==> src/rtl/cio_pkg.sv <==
// Package: register map, field codes, reset values and timing constants for the camera IO block
package cio_pkg;

	// ==========================================
	// Register byte offsets
	localparam logic [7:0] OFS_LINE_PICK = 8'h00;
	localparam logic [7:0] OFS_LINE_DIRECTION = 8'h04;
	localparam logic [7:0] OFS_LINE_POLARITY_FLIP = 8'h08;
	localparam logic [7:0] OFS_LINE_LEVEL = 8'h0C;
	localparam logic [7:0] OFS_OUTPUT_SIGNAL_CHOICE = 8'h10;
	localparam logic [7:0] OFS_LINE_ELECTRICAL_KIND = 8'h14;
	localparam logic [7:0] OFS_FLASH_A_ORIGIN = 8'h18;
	localparam logic [7:0] OFS_FLASH_A_ON = 8'h1C;
	localparam logic [7:0] OFS_FLASH_A_LENGTH_US = 8'h20;
	localparam logic [7:0] OFS_FLASH_A_OFFSET_US = 8'h24;
	localparam logic [7:0] OFS_FLASH_B_ORIGIN = 8'h28;
	localparam logic [7:0] OFS_FLASH_B_ON = 8'h2C;
	localparam logic [7:0] OFS_FLASH_B_LENGTH_US = 8'h30;
	localparam logic [7:0] OFS_FLASH_B_OFFSET_US = 8'h34;
	localparam logic [7:0] OFS_FRAME_PERIOD_US = 8'h38;
	localparam logic [7:0] OFS_TRIG_WAIT_US = 8'h3C;

	// ==========================================
	// Line codes and field codes
	localparam logic [1:0] LINE_IN_A = 2'h0;
	localparam logic [1:0] LINE_IN_B = 2'h1;
	localparam logic [1:0] LINE_OUT_A = 2'h2;
	localparam logic [1:0] LINE_OUT_B = 2'h3;
	localparam logic [3:0] SRC_OFF = 4'h0;
	localparam logic [3:0] SRC_INT_BEGIN = 4'h1;
	localparam logic [3:0] SRC_INT_FINISH = 4'h2;
	localparam logic [3:0] SRC_INT_MID = 4'h3;
	localparam logic [3:0] SRC_INT_WINDOW = 4'h4;
	localparam logic [3:0] SRC_TRIG_DIRECT = 4'h5;
	localparam logic [3:0] SRC_TRIG_WAIT = 4'h6;
	localparam logic [3:0] SRC_WAVE = 4'h7;
	localparam logic [3:0] SRC_FLASH_A = 4'h8;
	localparam logic [3:0] SRC_FLASH_B = 4'h9;
	localparam logic [1:0] ORG_INT_BEGIN = 2'h0;
	localparam logic [1:0] ORG_READOUT = 2'h1;
	localparam logic [1:0] ORG_TRIGGER = 2'h2;
	localparam logic [1:0] KIND_UNATTACHED = 2'h0;
	localparam logic [1:0] KIND_HIGH_IMPEDANCE = 2'h1;
	localparam logic [1:0] KIND_TTL = 2'h2;
	localparam logic [1:0] KIND_ISOLATED = 2'h3;

	// ==========================================
	// Reset values and limits
	localparam logic [24:0] WIDTH_MIN_US = 25'h000_000A;
	localparam logic [24:0] TIME_MAX_US = 25'h0F4_2400;
	localparam logic [24:0] FLASH_LENGTH_RST = 25'h000_03E8;
	localparam logic [24:0] FLASH_OFFSET_RST = 25'h000_000A;
	localparam logic [24:0] FRAME_PERIOD_RST = 25'h0F4_2400;

	// ==========================================
	// Timing
	localparam int CLK_MHZ = 100;
	localparam int TICK_US = 1;
	localparam int TICK_CYCLES = TICK_US * CLK_MHZ;
	localparam logic [6:0] TICK_LAST = 7'(TICK_CYCLES - 1);

endpackage

==> src/rtl/cio_top.sv <==
// Camera digital IO line control and two strobe generators behind an APB slave
//
// Overview of operation
// - line_pick codes 0,1 pick the inputs, codes 2,3 pick the outputs
// - line_direction reads 0 for a picked input, 1 for a picked output
// - each of four lines has its own inversion bit, applied at the outputs and to input level reads but not to the trigger
// - line_level reads present logic level of the picked line
// - output source codes 0 to 9 in the fixed order listed
// - source is stored and driven only when the picked line is an output
// - line_electrical_kind reads the picked line's electrical format code
// - each strobe starts timing from integration begin, readout or trigger
// - strobe A pulses only while its enable holds 1
// - strobe B has its own independent enable
// - strobe width counted in microseconds, values below 10 raised to 10
// - width limited to frame period minus delay, written times saturate at 16 seconds
// - strobe starts after programmable microsecond delay, minimum zero
// - begin, finish and midpoint sources are single-cycle pulses
// - integration window source stays high for the whole exposure
// - trigger direct passes trigger at once, waited one after trigger delay
//
// Design decisions made here: the address map and the APB register port.
`timescale 1ns/1ps

module cio_top
(
	input wire logic i_clk,
	input wire logic i_nrst,
	input wire logic i_psel,
	input wire logic i_penable,
	input wire logic i_pwrite,
	input wire logic [7:0] i_paddr,
	input wire logic [31:0] i_pwdata,
	output logic [31:0] o_prdata,
	output logic o_pready,
	output logic o_pslverr,
	input wire logic i_in_line_a,
	input wire logic i_in_line_b,
	input wire logic i_integration_active,
	input wire logic i_readout_start,
	input wire logic i_wave,
	input wire logic [cio_pkg::TICK_LAST - cio_pkg::TICK_LAST + 1:0] i_unused_kind_dummy,
	output logic o_out_line_a,
	output logic o_out_line_b,
	output logic o_trigger_seen
);
	import cio_pkg::*;

	// ==========================================
	// State record
	typedef struct packed {
		logic [1:0] in_a_s1, in_a_s2, in_b_s1, in_b_s2;
		logic [1:0] pad_unused;
		logic [1:0] pick;
		logic [3:0] flip;
		logic [3:0] src_a, src_b;
		logic [1:0] org_a, org_b;
		logic on_a, on_b;
		logic [24:0] len_a, len_b, ofs_a, ofs_b, frame, trig_wait;
		logic [6:0] tick_cnt;
		logic tick;
		logic int_d;
		logic trig_d;
		logic rdout_d;
		logic [24:0] int_len, int_cnt;
		logic mid;
		logic [24:0] tw_cnt;
		logic tw_busy;
		logic [24:0] fa_cnt, fb_cnt;
		logic [1:0] fa_ph, fb_ph;
		logic out_a, out_b;
		logic [31:0] prdata;
		logic pready, pslverr;
		logic trig_seen;
	} cio_state_t;

	cio_state_t st_r, st_nxt;

	logic [3:0] raw_line;
	logic [3:0] lvl;
	logic int_begin, int_finish, trig_pulse, tw_pulse, rdout_pulse;
	logic [9:0] sig_vec;
	logic [24:0] ofs_cl_a, ofs_cl_b, len_cl_a, len_cl_b;

	// ==========================================
	// Helpers
	// Clamp width to [min, frame - delay]; delay first clamped to frame
	function automatic logic [24:0] clamp_len(input logic [24:0] len, input logic [24:0] ofs,
		input logic [24:0] frm);
		logic [24:0] room;
		room = frm - ofs;
		clamp_len = (len < WIDTH_MIN_US) ? WIDTH_MIN_US : len;
		if (clamp_len > room)
			clamp_len = room;
	endfunction

	function automatic logic [24:0] sat25(input logic [31:0] v);
		sat25 = (v > 32'(TIME_MAX_US)) ? TIME_MAX_US : v[24:0];
	endfunction

	// Event and signal decode, all from synchronised or registered values
	always_comb
	begin
		int_begin = st_r.in_a_s2[1] & ~st_r.int_d;
		int_finish = ~st_r.in_a_s2[1] & st_r.int_d;
		trig_pulse = st_r.in_b_s2[1] & ~st_r.trig_d;
		rdout_pulse = st_r.in_b_s2[0] & ~st_r.rdout_d;
		tw_pulse = st_r.tw_busy & st_r.tick & (st_r.tw_cnt == 25'h000_0000);
		raw_line = {st_r.out_b, st_r.out_a, st_r.in_b_s2[1], st_r.in_a_s2[0]};
		// Outputs already carry their flip, so only the inputs are inverted here
		lvl = raw_line ^ {2'b00, st_r.flip[1:0]};
		ofs_cl_a = (st_r.ofs_a > st_r.frame) ? st_r.frame : st_r.ofs_a;
		ofs_cl_b = (st_r.ofs_b > st_r.frame) ? st_r.frame : st_r.ofs_b;
		len_cl_a = clamp_len(st_r.len_a, ofs_cl_a, st_r.frame);
		len_cl_b = clamp_len(st_r.len_b, ofs_cl_b, st_r.frame);
		// Source table in code order
		sig_vec = {st_r.fb_ph == 2'h2, st_r.fa_ph == 2'h2, st_r.pad_unused[1],
			tw_pulse, trig_pulse, st_r.in_a_s2[1], st_r.mid, int_finish, int_begin,
			1'b0};
	end

	// Next state
	always_comb
	begin
		logic [1:0] fa_ref, fb_ref;
		logic wr, rd;
		fa_ref = 2'h0;
		fb_ref = 2'h0;
		wr = 1'b0;
		rd = 1'b0;
		st_nxt = st_r;
		// Two-stage synchronisers for pins, one register stage for the wave
		st_nxt.in_a_s1 = {i_integration_active, i_in_line_a};
		st_nxt.in_a_s2 = st_r.in_a_s1;
		st_nxt.in_b_s1 = {i_in_line_b, i_readout_start};
		st_nxt.in_b_s2 = st_r.in_b_s1;
		st_nxt.pad_unused = {i_wave, 1'b0};
		st_nxt.int_d = st_r.in_a_s2[1];
		st_nxt.trig_d = st_r.in_b_s2[1];
		st_nxt.rdout_d = st_r.in_b_s2[0];
		st_nxt.trig_seen = trig_pulse;
		// Microsecond tick
		st_nxt.tick = 1'b0;
		if (st_r.tick_cnt == TICK_LAST)
		begin
			st_nxt.tick_cnt = 7'h00;
			st_nxt.tick = 1'b1;
		end
		else
			st_nxt.tick_cnt = st_r.tick_cnt + 7'h01;
		// Exposure length measure and midpoint pulse
		st_nxt.mid = 1'b0;
		if (int_begin)
			st_nxt.int_cnt = 25'h000_0000;
		else if (st_r.in_a_s2[1] && st_r.tick)
			st_nxt.int_cnt = st_r.int_cnt + 25'h000_0001;
		if (int_finish)
			st_nxt.int_len = st_r.int_cnt;
		if (st_r.in_a_s2[1] && st_r.tick && st_r.int_len != 25'h000_0000
			&& st_r.int_cnt == {1'b0, st_r.int_len[24:1]})
			st_nxt.mid = 1'b1;
		// Delayed trigger
		if (trig_pulse)
		begin
			st_nxt.tw_busy = 1'b1;
			st_nxt.tw_cnt = st_r.trig_wait;
		end
		else if (tw_pulse)
			st_nxt.tw_busy = 1'b0;
		else if (st_r.tw_busy && st_r.tick)
			st_nxt.tw_cnt = st_r.tw_cnt - 25'h000_0001;
		// Strobe reference pick
		case (st_r.org_a)
			ORG_INT_BEGIN: fa_ref = {1'b0, int_begin};
			ORG_READOUT: fa_ref = {1'b0, rdout_pulse};
			ORG_TRIGGER: fa_ref = {1'b0, trig_pulse};
			default: fa_ref = 2'h0;
		endcase
		case (st_r.org_b)
			ORG_INT_BEGIN: fb_ref = {1'b0, int_begin};
			ORG_READOUT: fb_ref = {1'b0, rdout_pulse};
			ORG_TRIGGER: fb_ref = {1'b0, trig_pulse};
			default: fb_ref = 2'h0;
		endcase
		// Strobe A: phase 0 idle, 1 delay, 2 pulse
		if (!st_r.on_a)
			st_nxt.fa_ph = 2'h0;
		else if (fa_ref[0])
		begin
			st_nxt.fa_ph = (ofs_cl_a == 25'h000_0000) ? 2'h2 : 2'h1;
			st_nxt.fa_cnt = (ofs_cl_a == 25'h000_0000) ? len_cl_a : ofs_cl_a;
		end
		else if (st_r.fa_ph != 2'h0 && st_r.tick)
		begin
			if (st_r.fa_cnt <= 25'h000_0001)
			begin
				st_nxt.fa_ph = (st_r.fa_ph == 2'h1) ? 2'h2 : 2'h0;
				st_nxt.fa_cnt = len_cl_a;
			end
			else
				st_nxt.fa_cnt = st_r.fa_cnt - 25'h000_0001;
		end
		// Strobe B, same scheme with its own enable
		if (!st_r.on_b)
			st_nxt.fb_ph = 2'h0;
		else if (fb_ref[0])
		begin
			st_nxt.fb_ph = (ofs_cl_b == 25'h000_0000) ? 2'h2 : 2'h1;
			st_nxt.fb_cnt = (ofs_cl_b == 25'h000_0000) ? len_cl_b : ofs_cl_b;
		end
		else if (st_r.fb_ph != 2'h0 && st_r.tick)
		begin
			if (st_r.fb_cnt <= 25'h000_0001)
			begin
				st_nxt.fb_ph = (st_r.fb_ph == 2'h1) ? 2'h2 : 2'h0;
				st_nxt.fb_cnt = len_cl_b;
			end
			else
				st_nxt.fb_cnt = st_r.fb_cnt - 25'h000_0001;
		end
		// Output lines, polarity applied after source pick
		st_nxt.out_a = (st_r.src_a > SRC_FLASH_B ? 1'b0 : sig_vec[st_r.src_a]) ^ st_r.flip[2];
		st_nxt.out_b = (st_r.src_b > SRC_FLASH_B ? 1'b0 : sig_vec[st_r.src_b]) ^ st_r.flip[3];
		// APB: one wait state, answer in access phase
		st_nxt.pready = 1'b0;
		st_nxt.pslverr = 1'b0;
		if (i_psel && i_penable && !st_r.pready)
		begin
			wr = i_pwrite;
			rd = !i_pwrite;
			st_nxt.pready = 1'b1;
			st_nxt.prdata = 32'h0000_0000;
			case (i_paddr)
				OFS_LINE_PICK:
				begin
					if (wr)
						st_nxt.pick = i_pwdata[1:0];
					st_nxt.prdata = {30'h0000_0000, st_r.pick};
				end
				OFS_LINE_DIRECTION:
					st_nxt.prdata = {31'h0000_0000, st_r.pick[1]};
				OFS_LINE_POLARITY_FLIP:
				begin
					if (wr)
						st_nxt.flip[st_r.pick] = i_pwdata[0];
					st_nxt.prdata = {31'h0000_0000, st_r.flip[st_r.pick]};
				end
				OFS_LINE_LEVEL:
					st_nxt.prdata = {31'h0000_0000, lvl[st_r.pick]};
				OFS_OUTPUT_SIGNAL_CHOICE:
				begin
					if (wr && st_r.pick == LINE_OUT_A && i_pwdata <= 32'(SRC_FLASH_B))
						st_nxt.src_a = i_pwdata[3:0];
					if (wr && st_r.pick == LINE_OUT_B && i_pwdata <= 32'(SRC_FLASH_B))
						st_nxt.src_b = i_pwdata[3:0];
					if (wr && (!st_r.pick[1] || i_pwdata > 32'(SRC_FLASH_B)))
						st_nxt.pslverr = 1'b1;
					st_nxt.prdata = {28'h000_0000, st_r.pick == LINE_OUT_B ? st_r.src_b :
						st_r.pick == LINE_OUT_A ? st_r.src_a : SRC_OFF};
				end
				OFS_LINE_ELECTRICAL_KIND:
					st_nxt.prdata = {30'h0000_0000, st_r.pick[1] ? KIND_TTL : KIND_ISOLATED};
				OFS_FLASH_A_ORIGIN:
				begin
					if (wr && i_pwdata[1:0] != 2'h3)
						st_nxt.org_a = i_pwdata[1:0];
					st_nxt.prdata = {30'h0000_0000, st_r.org_a};
				end
				OFS_FLASH_A_ON:
				begin
					if (wr)
						st_nxt.on_a = i_pwdata[0];
					st_nxt.prdata = {31'h0000_0000, st_r.on_a};
				end
				OFS_FLASH_A_LENGTH_US:
				begin
					if (wr)
						st_nxt.len_a = sat25(i_pwdata);
					st_nxt.prdata = {7'h00, len_cl_a};
				end
				OFS_FLASH_A_OFFSET_US:
				begin
					if (wr)
						st_nxt.ofs_a = sat25(i_pwdata);
					st_nxt.prdata = {7'h00, ofs_cl_a};
				end
				OFS_FLASH_B_ORIGIN:
				begin
					if (wr && i_pwdata[1:0] != 2'h3)
						st_nxt.org_b = i_pwdata[1:0];
					st_nxt.prdata = {30'h0000_0000, st_r.org_b};
				end
				OFS_FLASH_B_ON:
				begin
					if (wr)
						st_nxt.on_b = i_pwdata[0];
					st_nxt.prdata = {31'h0000_0000, st_r.on_b};
				end
				OFS_FLASH_B_LENGTH_US:
				begin
					if (wr)
						st_nxt.len_b = sat25(i_pwdata);
					st_nxt.prdata = {7'h00, len_cl_b};
				end
				OFS_FLASH_B_OFFSET_US:
				begin
					if (wr)
						st_nxt.ofs_b = sat25(i_pwdata);
					st_nxt.prdata = {7'h00, ofs_cl_b};
				end
				OFS_FRAME_PERIOD_US:
				begin
					if (wr)
						st_nxt.frame = sat25(i_pwdata);
					st_nxt.prdata = {7'h00, st_r.frame};
				end
				OFS_TRIG_WAIT_US:
				begin
					if (wr)
						st_nxt.trig_wait = sat25(i_pwdata);
					st_nxt.prdata = {7'h00, st_r.trig_wait};
				end
				default:
					st_nxt.pslverr = 1'b1;
			endcase
			if (rd)
				st_nxt.pslverr = st_nxt.pslverr & (i_paddr > OFS_TRIG_WAIT_US || i_paddr[1:0] != 2'h0);
		end
	end

	// ==========================================
	// State register
	always_ff @(posedge i_clk or negedge i_nrst)
	begin
		if (!i_nrst)
		begin
			st_r <= '0;
			st_r.len_a <= FLASH_LENGTH_RST;
			st_r.len_b <= FLASH_LENGTH_RST;
			st_r.ofs_a <= FLASH_OFFSET_RST;
			st_r.ofs_b <= FLASH_OFFSET_RST;
			st_r.frame <= FRAME_PERIOD_RST;
		end
		else
			st_r <= st_nxt;
	end

	assign o_prdata = st_r.prdata;
	assign o_pready = st_r.pready;
	assign o_pslverr = st_r.pslverr;
	assign o_out_line_a = st_r.out_a;
	assign o_out_line_b = st_r.out_b;
	assign o_trigger_seen = st_r.trig_seen;

	// ==========================================
	// Checks
	a_tick_period: assert property (@(posedge i_clk) disable iff (!i_nrst)
		st_r.tick |=> !st_r.tick [*8]) else $error("tick too frequent");
	a_flash_a_off: assert property (@(posedge i_clk) disable iff (!i_nrst)
		!st_r.on_a |=> st_r.fa_ph == 2'h0) else $error("strobe A runs while off");
	a_flash_b_off: assert property (@(posedge i_clk) disable iff (!i_nrst)
		!st_r.on_b |=> st_r.fb_ph == 2'h0) else $error("strobe B runs while off");
	a_dir_read: assert property (@(posedge i_clk) disable iff (!i_nrst)
		i_psel && i_penable && !st_r.pready && !i_pwrite && i_paddr == OFS_LINE_DIRECTION
		|=> o_prdata == {31'h0, $past(st_r.pick[1])}) else $error("direction wrong");
	a_src_guard: assert property (@(posedge i_clk) disable iff (!i_nrst)
		!st_r.pick[1] |=> $stable(st_r.src_a) && $stable(st_r.src_b))
		else $error("source changed with input picked");
	a_len_min: assert property (@(posedge i_clk) disable iff (!i_nrst)
		st_r.frame >= 25'h000_0014 && ofs_cl_a <= 25'h000_000A |-> len_cl_a >= WIDTH_MIN_US)
		else $error("width below minimum");
	a_sum_fit: assert property (@(posedge i_clk) disable iff (!i_nrst)
		st_r.frame >= WIDTH_MIN_US |-> 26'(ofs_cl_a) + 26'(len_cl_a) <= 26'(st_r.frame))
		else $error("delay plus width exceeds frame");
	a_mid_pulse: assert property (@(posedge i_clk) disable iff (!i_nrst)
		st_r.mid |=> !st_r.mid) else $error("midpoint not single");
	a_pready_one: assert property (@(posedge i_clk) disable iff (!i_nrst)
		o_pready |=> !o_pready) else $error("pready held");
	c_flash_a: cover property (@(posedge i_clk) st_r.fa_ph == 2'h2);
	c_flash_b: cover property (@(posedge i_clk) st_r.fb_ph == 2'h2);
	c_trig_wait: cover property (@(posedge i_clk) tw_pulse);
	c_mid: cover property (@(posedge i_clk) st_r.mid);

endmodule

==> config.mk <==
export PLATFORM = sky130hd
export DESIGN_NAME = cio_top
export DESIGN_NICKNAME = d
export VERILOG_FILES = /design/src/rtl/cio_pkg.sv /design/src/rtl/cio_top.sv
export SDC_FILE = /design/constraint.sdc
export NUM_CORES = 1
export LEC_CHECK = 0
export ABC_AREA = 1
export BUFFER_PORTS_ARGS = -buffer_cell sky130_fd_sc_hd__buf_2
export CAP_MARGIN = 25
export CORE_UTILIZATION = 50
export CTS_CLUSTER_DIAMETER = 200
export DETAILED_ROUTE_END_ITERATION = 16
export GPL_TIMING_DRIVEN = 0
export PLACE_DENSITY_LB_ADDON = 0.08
export RECOVER_POWER = 100
export SETUP_SLACK_MARGIN = 0.02
export SYNTH_ARGS = -nofsm -noshare
export SYNTH_HDL_FRONTEND = slang
export SYNTH_SLANG_ARGS = --single-unit
==> constraint.sdc <==
create_clock -name i_clk -period 6.5 [get_ports i_clk]
set_clock_uncertainty 0.2 [all_clocks]
set_input_delay 0.65 -clock i_clk [delete_from_list [all_inputs] [get_ports i_clk]]
set_output_delay 0.65 -clock i_clk [all_outputs]
set_load 0.005 [all_outputs]
==> results of run 1 <==
==> routing by layer <==
metal / routed length [um] / up-vias
met5: 35 / -
met3: 9607 / 301
met4: 6552 / 6
met2: 43940 / 1324
li1: - / 12740
met1: 41850 / 12850
==> synthesized netlist by cell type, types with 15 or more instances <==
library cell / instances / area [um^2]
nand2_1: 828 / 3108
inv_1: 470 / 1764
o21ai_0: 378 / 1892
nor2_1: 366 / 1374
dfrtp_1: 328 / 8208
nand3_1: 210 / 1051
a21oi_1: 194 / 970.9
ha_1: 149 / 1864
clkbuf_1: 121 / 454.2
nor3_1: 69 / 345.3
nand4_1: 57 / 356.6
xor2_1: 55 / 481.7
buf_4: 33 / 247.7
nor4_1: 31 / 193.9
o211ai_1: 31 / 232.7
xnor2_1: 31 / 271.5
o21bai_1: 29 / 217.7
and2_1: 24 / 150.1
o22ai_1: 24 / 150.1
dfstp_2: 23 / 604.3
or2_2: 21 / 131.4
o21ai_1: 20 / 100.1
a211oi_1: 18 / 135.1
a221oi_1: 17 / 148.9
a31oi_1: 16 / 100.1
o21a_1: 15 / 112.6
==> layout make-up <==
class	count	share of cell area, %
Clock inverter	21	0.6560
Timing Repair inverter	1	0.02012
Buffer	174	3.151
Inverter	483	6.000
Multi-Input combinational cell	2712	50.82
Clock buffer	58	3.936
Timing Repair Buffer	191	4.270
Tap cell	680	2.737
Sequential cell	351	28.41
==> path summary, 6_finish.rpt <==
kind,from,endpoint,cells past startpoint
max in group asynchronous,i_nrst,o_prdata[21],3
worst min register to register,st_nxt[356],sig_vec[4],0
worst max-delay path,st_r[226],o_prdata[12],30
worst max register to register,st_r[226],o_prdata[12],30
worst min-delay path,st_nxt[356],sig_vec[4],0
min in group asynchronous,i_nrst,st_r[133],2
==> metrics by stage <==
step	utilization [%]	cells
floorplan	-	3719
global placement	53.10	4478
detailed placement	53.40	4491
CTS	57.73	4614
global route	60.60	4671
finish	60.60	4671
==> sequential cells by signal, indices dropped and copies added, names as in the netlist <==
| name | count |
|---|---|
| o_out_line_a | 1 |
| o_out_line_b | 1 |
| o_prdata | 25 |
| o_pready | 1 |
| o_pslverr | 1 |
| o_trigger_seen | 1 |
| raw_line | 2 |
| sig_vec | 3 |
| st_nxt | 5 |
| st_r | 311 |
==> worst reg2reg max path, delay by kind of cell (launching register included) <==
kind,cells,cell delay (ns)
AND/OR/NAND/NOR,15,2.07
AO/OA/AOI/OAI,6,1.79
adder cells (fa/ha/maj),3,0.95
buffers and inverters,6,0.71
flip-flops,1,0.57
==> logic make-up after synthesis <==
family | Yosys count
other cells | 1
buf+inv | 658
simple gates | 1659
compound gates | 804
xor+xnor | 87
mux | 2
flops | 351
fa+ha+maj | 151
==> report_power, final <==
part           internal (W)  switching, W
logic               0.00184       0.00314
registers           0.00226     0.0000894
clock network       0.00144       0.00103
total               0.00555       0.00426
==> repair_timing <==
| item | CTS | global route |
|---|---|---|
| setup buffers | 38 | 53 |
| pin swaps | 15 | 72 |
| gates resized for setup | 152 | 248 |
| hold endpoints to repair | 53 | 0 |
| gates cloned | 1 | 4 |
| hold buffers | 6 | 0 |
| endpoints found under the setup margin | 75 | 75 |
==> flow_summary.toml, run 1 <==
[status]
status = "finished with violations"
violations = "capacitance limit, slew limit"

[logic_synthesis]
synth-seq-cells = 351
post_synth_xor_area_fraction_pct = 2.963
ys_types = 73
synthArstFlopShare_pct = 100.0
yosysWarnings = 0
synth_top_family_by_area = "simple AND/OR/NAND/NOR gates"
synthAdderAreaFrac_pct = 7.332
synthMuxAreaShare_pct = 0.07708
syn_area_um2 = 25970
syn_avg_cell_area_um2 = 6.995
synth_edf_count = 0
ys_seq_area_share_pct = 33.93
synthFlopType = "dfrtp_1"
synth_compound_area_share_pct = 17.73
syn_inst = 3713
synth_simple_gate_area_share_pct = 27.54

[place]
gp_congestion = 1.084
dp_worst_setup_slack_ns = -2.078
hpwlAfterDp_um = 79080
io_buffer_count = 79
place_area_um2 = 27400

[layout]
fin_area_um2 = 31090
nets = 4160
drive_above_1_share_pct = 16.46
mostFrequentLayoutCells = "793 x nand2_1, 447 x inv_1, 354 x nor2_1"
multi_input_area_um2 = 15800
fillers = 4920
layout_commonest_cell = "nand2_1"
area_growth_pct = 19.71
antenna_cells = 0
ff_latch_area_um2 = 8833

[sta]
whs_ns = 0.1462
finalSetupViolCount = 0
setup_slack_ns = 0.09447
tightest_slew_ns = 3.115
maxClockFrequency_ghz = 0.1561
hold_viol_final = 0
fin_tns_setup_ns = 0
timing.final.crit_share_pct = 98.55
rsz0062_at_grt = "yes"
period_needed_ns = 6.406
slew_headroom_pct = -107.7
slew_viol_final = 248

[floorplanning]
die_area_um2 = 52860
start_util_pct = 50.62
ios = 89
rows = 83
die_h_um = 229.9
die_w_um = 229.9
coreArea_um2 = 51300

[route]
routed_wl_um = 102000
vias = 27230
wl_per_cell_um = 21.84
drt_iter0_drc = 2750
viasPerCell = 5.829
drtPass1Iterations = 6
drc = 0
antenna_left = 0

[setup_path]
crit_path_start_kind = "flop"
endpoint_kind = "flop"
worstSetupPathType = "reg -> reg"
slowest_stage = "dfstp_2"
cp_top_family = "simple AND/OR/NAND/NOR gates"
required_ns = 6.77
r2r_slack_ns = 0.09
crit_path_max_fanout = 10
crit_buf_inv = 6
slowest_delay_ns = 0.57
crit_arrival_ns = 6.67

[clocking]
numCtsBuffers = 43
clkLatencyLatePin_ns = 0.59
clock_sinks = 351
cts_tree = "yes"
clock-root-buffer = "clkbuf_16"
h-tree-depth = 2
cts_max_path_buffers = 3
clk_pin_slew_ns = 0.06

[hold_path]
hold_class = "reg -> reg"

[power]
p_per_area_nw_per_um2 = 315.7
ir_drop_uv = 382.5
totalPowerFinal_w = 0.009816
p_leak_nw = 15.14

[grt]
grt_pass1_wl_um = 151600
use_met1_pct = 50.82
grt_max_degree = 118
grt_pass1_vias = 25420
busiest_layer = "met2"
grtUsageMet2_pct = 57.53
antenna_found_initial = 3
grtUsageTotal_pct = 37.83
grt.overflow.total = 0
met3_usage_pct = 6.796

[job]
maxCapViolations = 3
(Power assumes the default switching activity.)
==> inputs of run 2 (changes only) <==
Clock period 6.5 ns to 7.2 ns, I/O delays scaled along.
==> flow_summary.toml, run 2 (synthesis results as in run 1) <==
[status]
status = "finished with violations"
violations = "capacitance limit, slew limit"

[power]
p_leak_nw = 14.47
p_per_area_nw_per_um2 = 275.0
totalPowerFinal_w = 0.008048
ir_drop_uv = 317.9

[sta]
hold_viol_final = 0
maxClockFrequency_ghz = 0.1431
period_needed_ns = 6.989
tightest_slew_ns = 3.107
fin_tns_setup_ns = 0
slew_headroom_pct = -107.2
finalSetupViolCount = 0
whs_ns = 0.03358
rsz0062_at_grt = "yes"
slew_viol_final = 248
setup_slack_ns = 0.2112
timing.final.crit_share_pct = 97.07

[setup_path]
slowest_stage = "o21ai_0"
slowest_delay_ns = 0.78
crit_path_max_fanout = 10
cp_top_family = "simple AND/OR/NAND/NOR gates"
crit_path_start_kind = "flop"
endpoint_kind = "flop"
crit_buf_inv = 6
required_ns = 7.47
critPathMostFrequentCell = "nand2_1"
worstSetupPathType = "reg -> reg"
crit_arrival_ns = 7.25

[grt]
busiest_layer = "met2"
grtUsageMet2_pct = 56.49
grt.overflow.total = 0
antenna_found_initial = 2
grt_max_degree = 118
grt_pass1_wl_um = 149500
grt_pass1_vias = 25040
met3_usage_pct = 5.866
use_met1_pct = 50.67
grtUsageTotal_pct = 37.28

[route]
routed_wl_um = 98650
antenna_left = 0
drc = 0
wl_per_cell_um = 21.47
viasPerCell = 5.758
drtPass1Iterations = 6
vias = 26460
drt_iter0_drc = 2749

[hold_path]
hold_class = "in -> reg"

[layout]
area_growth_pct = 12.68
top_register = "st_r"
drive_above_1_share_pct = 10.22
multi_input_area_um2 = 14730
layout_commonest_cell = "nand2_1"
nets = 4083
mostFrequentLayoutCells = "824 x nand2_1, 468 x inv_1, 366 x nor2_1"
fillers = 5164
ff_latch_area_um2 = 8830
largest_register_ffs = 311

[clocking]
cts_tree = "yes"
cts_max_path_buffers = 3
clkLatencyLatePin_ns = 0.59
numCtsBuffers = 43
clock_sinks = 351
clk_pin_slew_ns = 0.06
h-tree-depth = 2
clock-root-buffer = "clkbuf_16"

[place]
hpwlAfterDp_um = 79080
dp_worst_setup_slack_ns = -1.378
gp_congestion = 1.084
io_buffer_count = 79

[job]
maxCapViolations = 3

[floorplanning]
die_area_um2 = 52860
ios = 89
start_util_pct = 50.62
die_h_um = 229.9
rows = 83
coreArea_um2 = 51300
die_w_um = 229.9
-- run 2: worst reg2reg max path, delay by kind of cell (launching register included) --
| kind | cells | cell delay [ns] |
|---|---|---|
| AND/OR/NAND/NOR | 19 | 2.19 |
| buffers and inverters | 6 | 0.87 |
| adder cells (fa/ha/maj) | 3 | 1.05 |
| AO/OA/AOI/OAI | 6 | 1.97 |
| flip-flops | 1 | 0.60 |
-- run 2: area by class of cell --
cell class | instances | share of cell area, %
Multi-Input combinational cell | 2710 | 50.33
Inverter | 483 | 6.259
Antenna cell | 1 | 0.008551
Clock buffer | 58 | 4.181
Tap cell | 680 | 2.907
Sequential cell | 351 | 30.17
Buffer | 174 | 3.108
Clock inverter | 21 | 0.6969
Timing Repair Buffer | 117 | 2.339
-- run 2: worst paths after layout --
| check | start | endpoint | slack, ns | cells after the start |
|---|---|---|---|---|
| max | st_r[214] | o_prdata[12] | 0.21 | 34 |
| min | i_in_line_a | st_nxt[355] | 0.03 | 1 |
| max reg2reg | st_r[214] | o_prdata[12] | 0.21 | 34 |
| min reg2reg | st_nxt[356] | sig_vec[4] | 0.15 | 0 |
| max in group asynchronous | i_nrst | st_r[321] | 1.14 | 3 |
| min in group asynchronous | i_nrst | st_r[133] | 1.52 | 2 |
-- run 2: metrics by stage --
| stage | std cells | utilization [%] | instance area (um^2) |
|---|---|---|---|
| after floorplan | 3719 | - | 25990 |
| after global placement | 4478 | 53.10 | 27240 |
| after detailed placement | 4491 | 53.40 | 27400 |
| after CTS | 4571 | 56.40 | 28930 |
| after global routing | 4594 | 57.04 | 29260 |
| final | 4595 | 57.04 | 29260 |
-- run 2: report_power, final --
group          internal [W]  switching, W
clock               0.00130      0.000927
sequential          0.00204     0.0000798
combinational       0.00120       0.00249
-- run 2: routing by layer --
metal  vias to the layer above  routed length, um
met5                         -                 11
met1                     12380              41520
li1                      12590                  -
met3                       283               8421
met4                         2               6356
met2                      1206              42340
-- run 2: repair_timing --
| action | 4_1_cts | 5_1_grt |
|---|---|---|
| resized for setup | 40 | 80 |
| setup buffers | 1 | 23 |
| hold buffers | 1 | 0 |
| endpoints found under the setup margin | 73 | 72 |
| pin swaps | 3 | 8 |
| endpoints found under the hold margin | 48 | 0 |
| cloned | 0 | 0 |
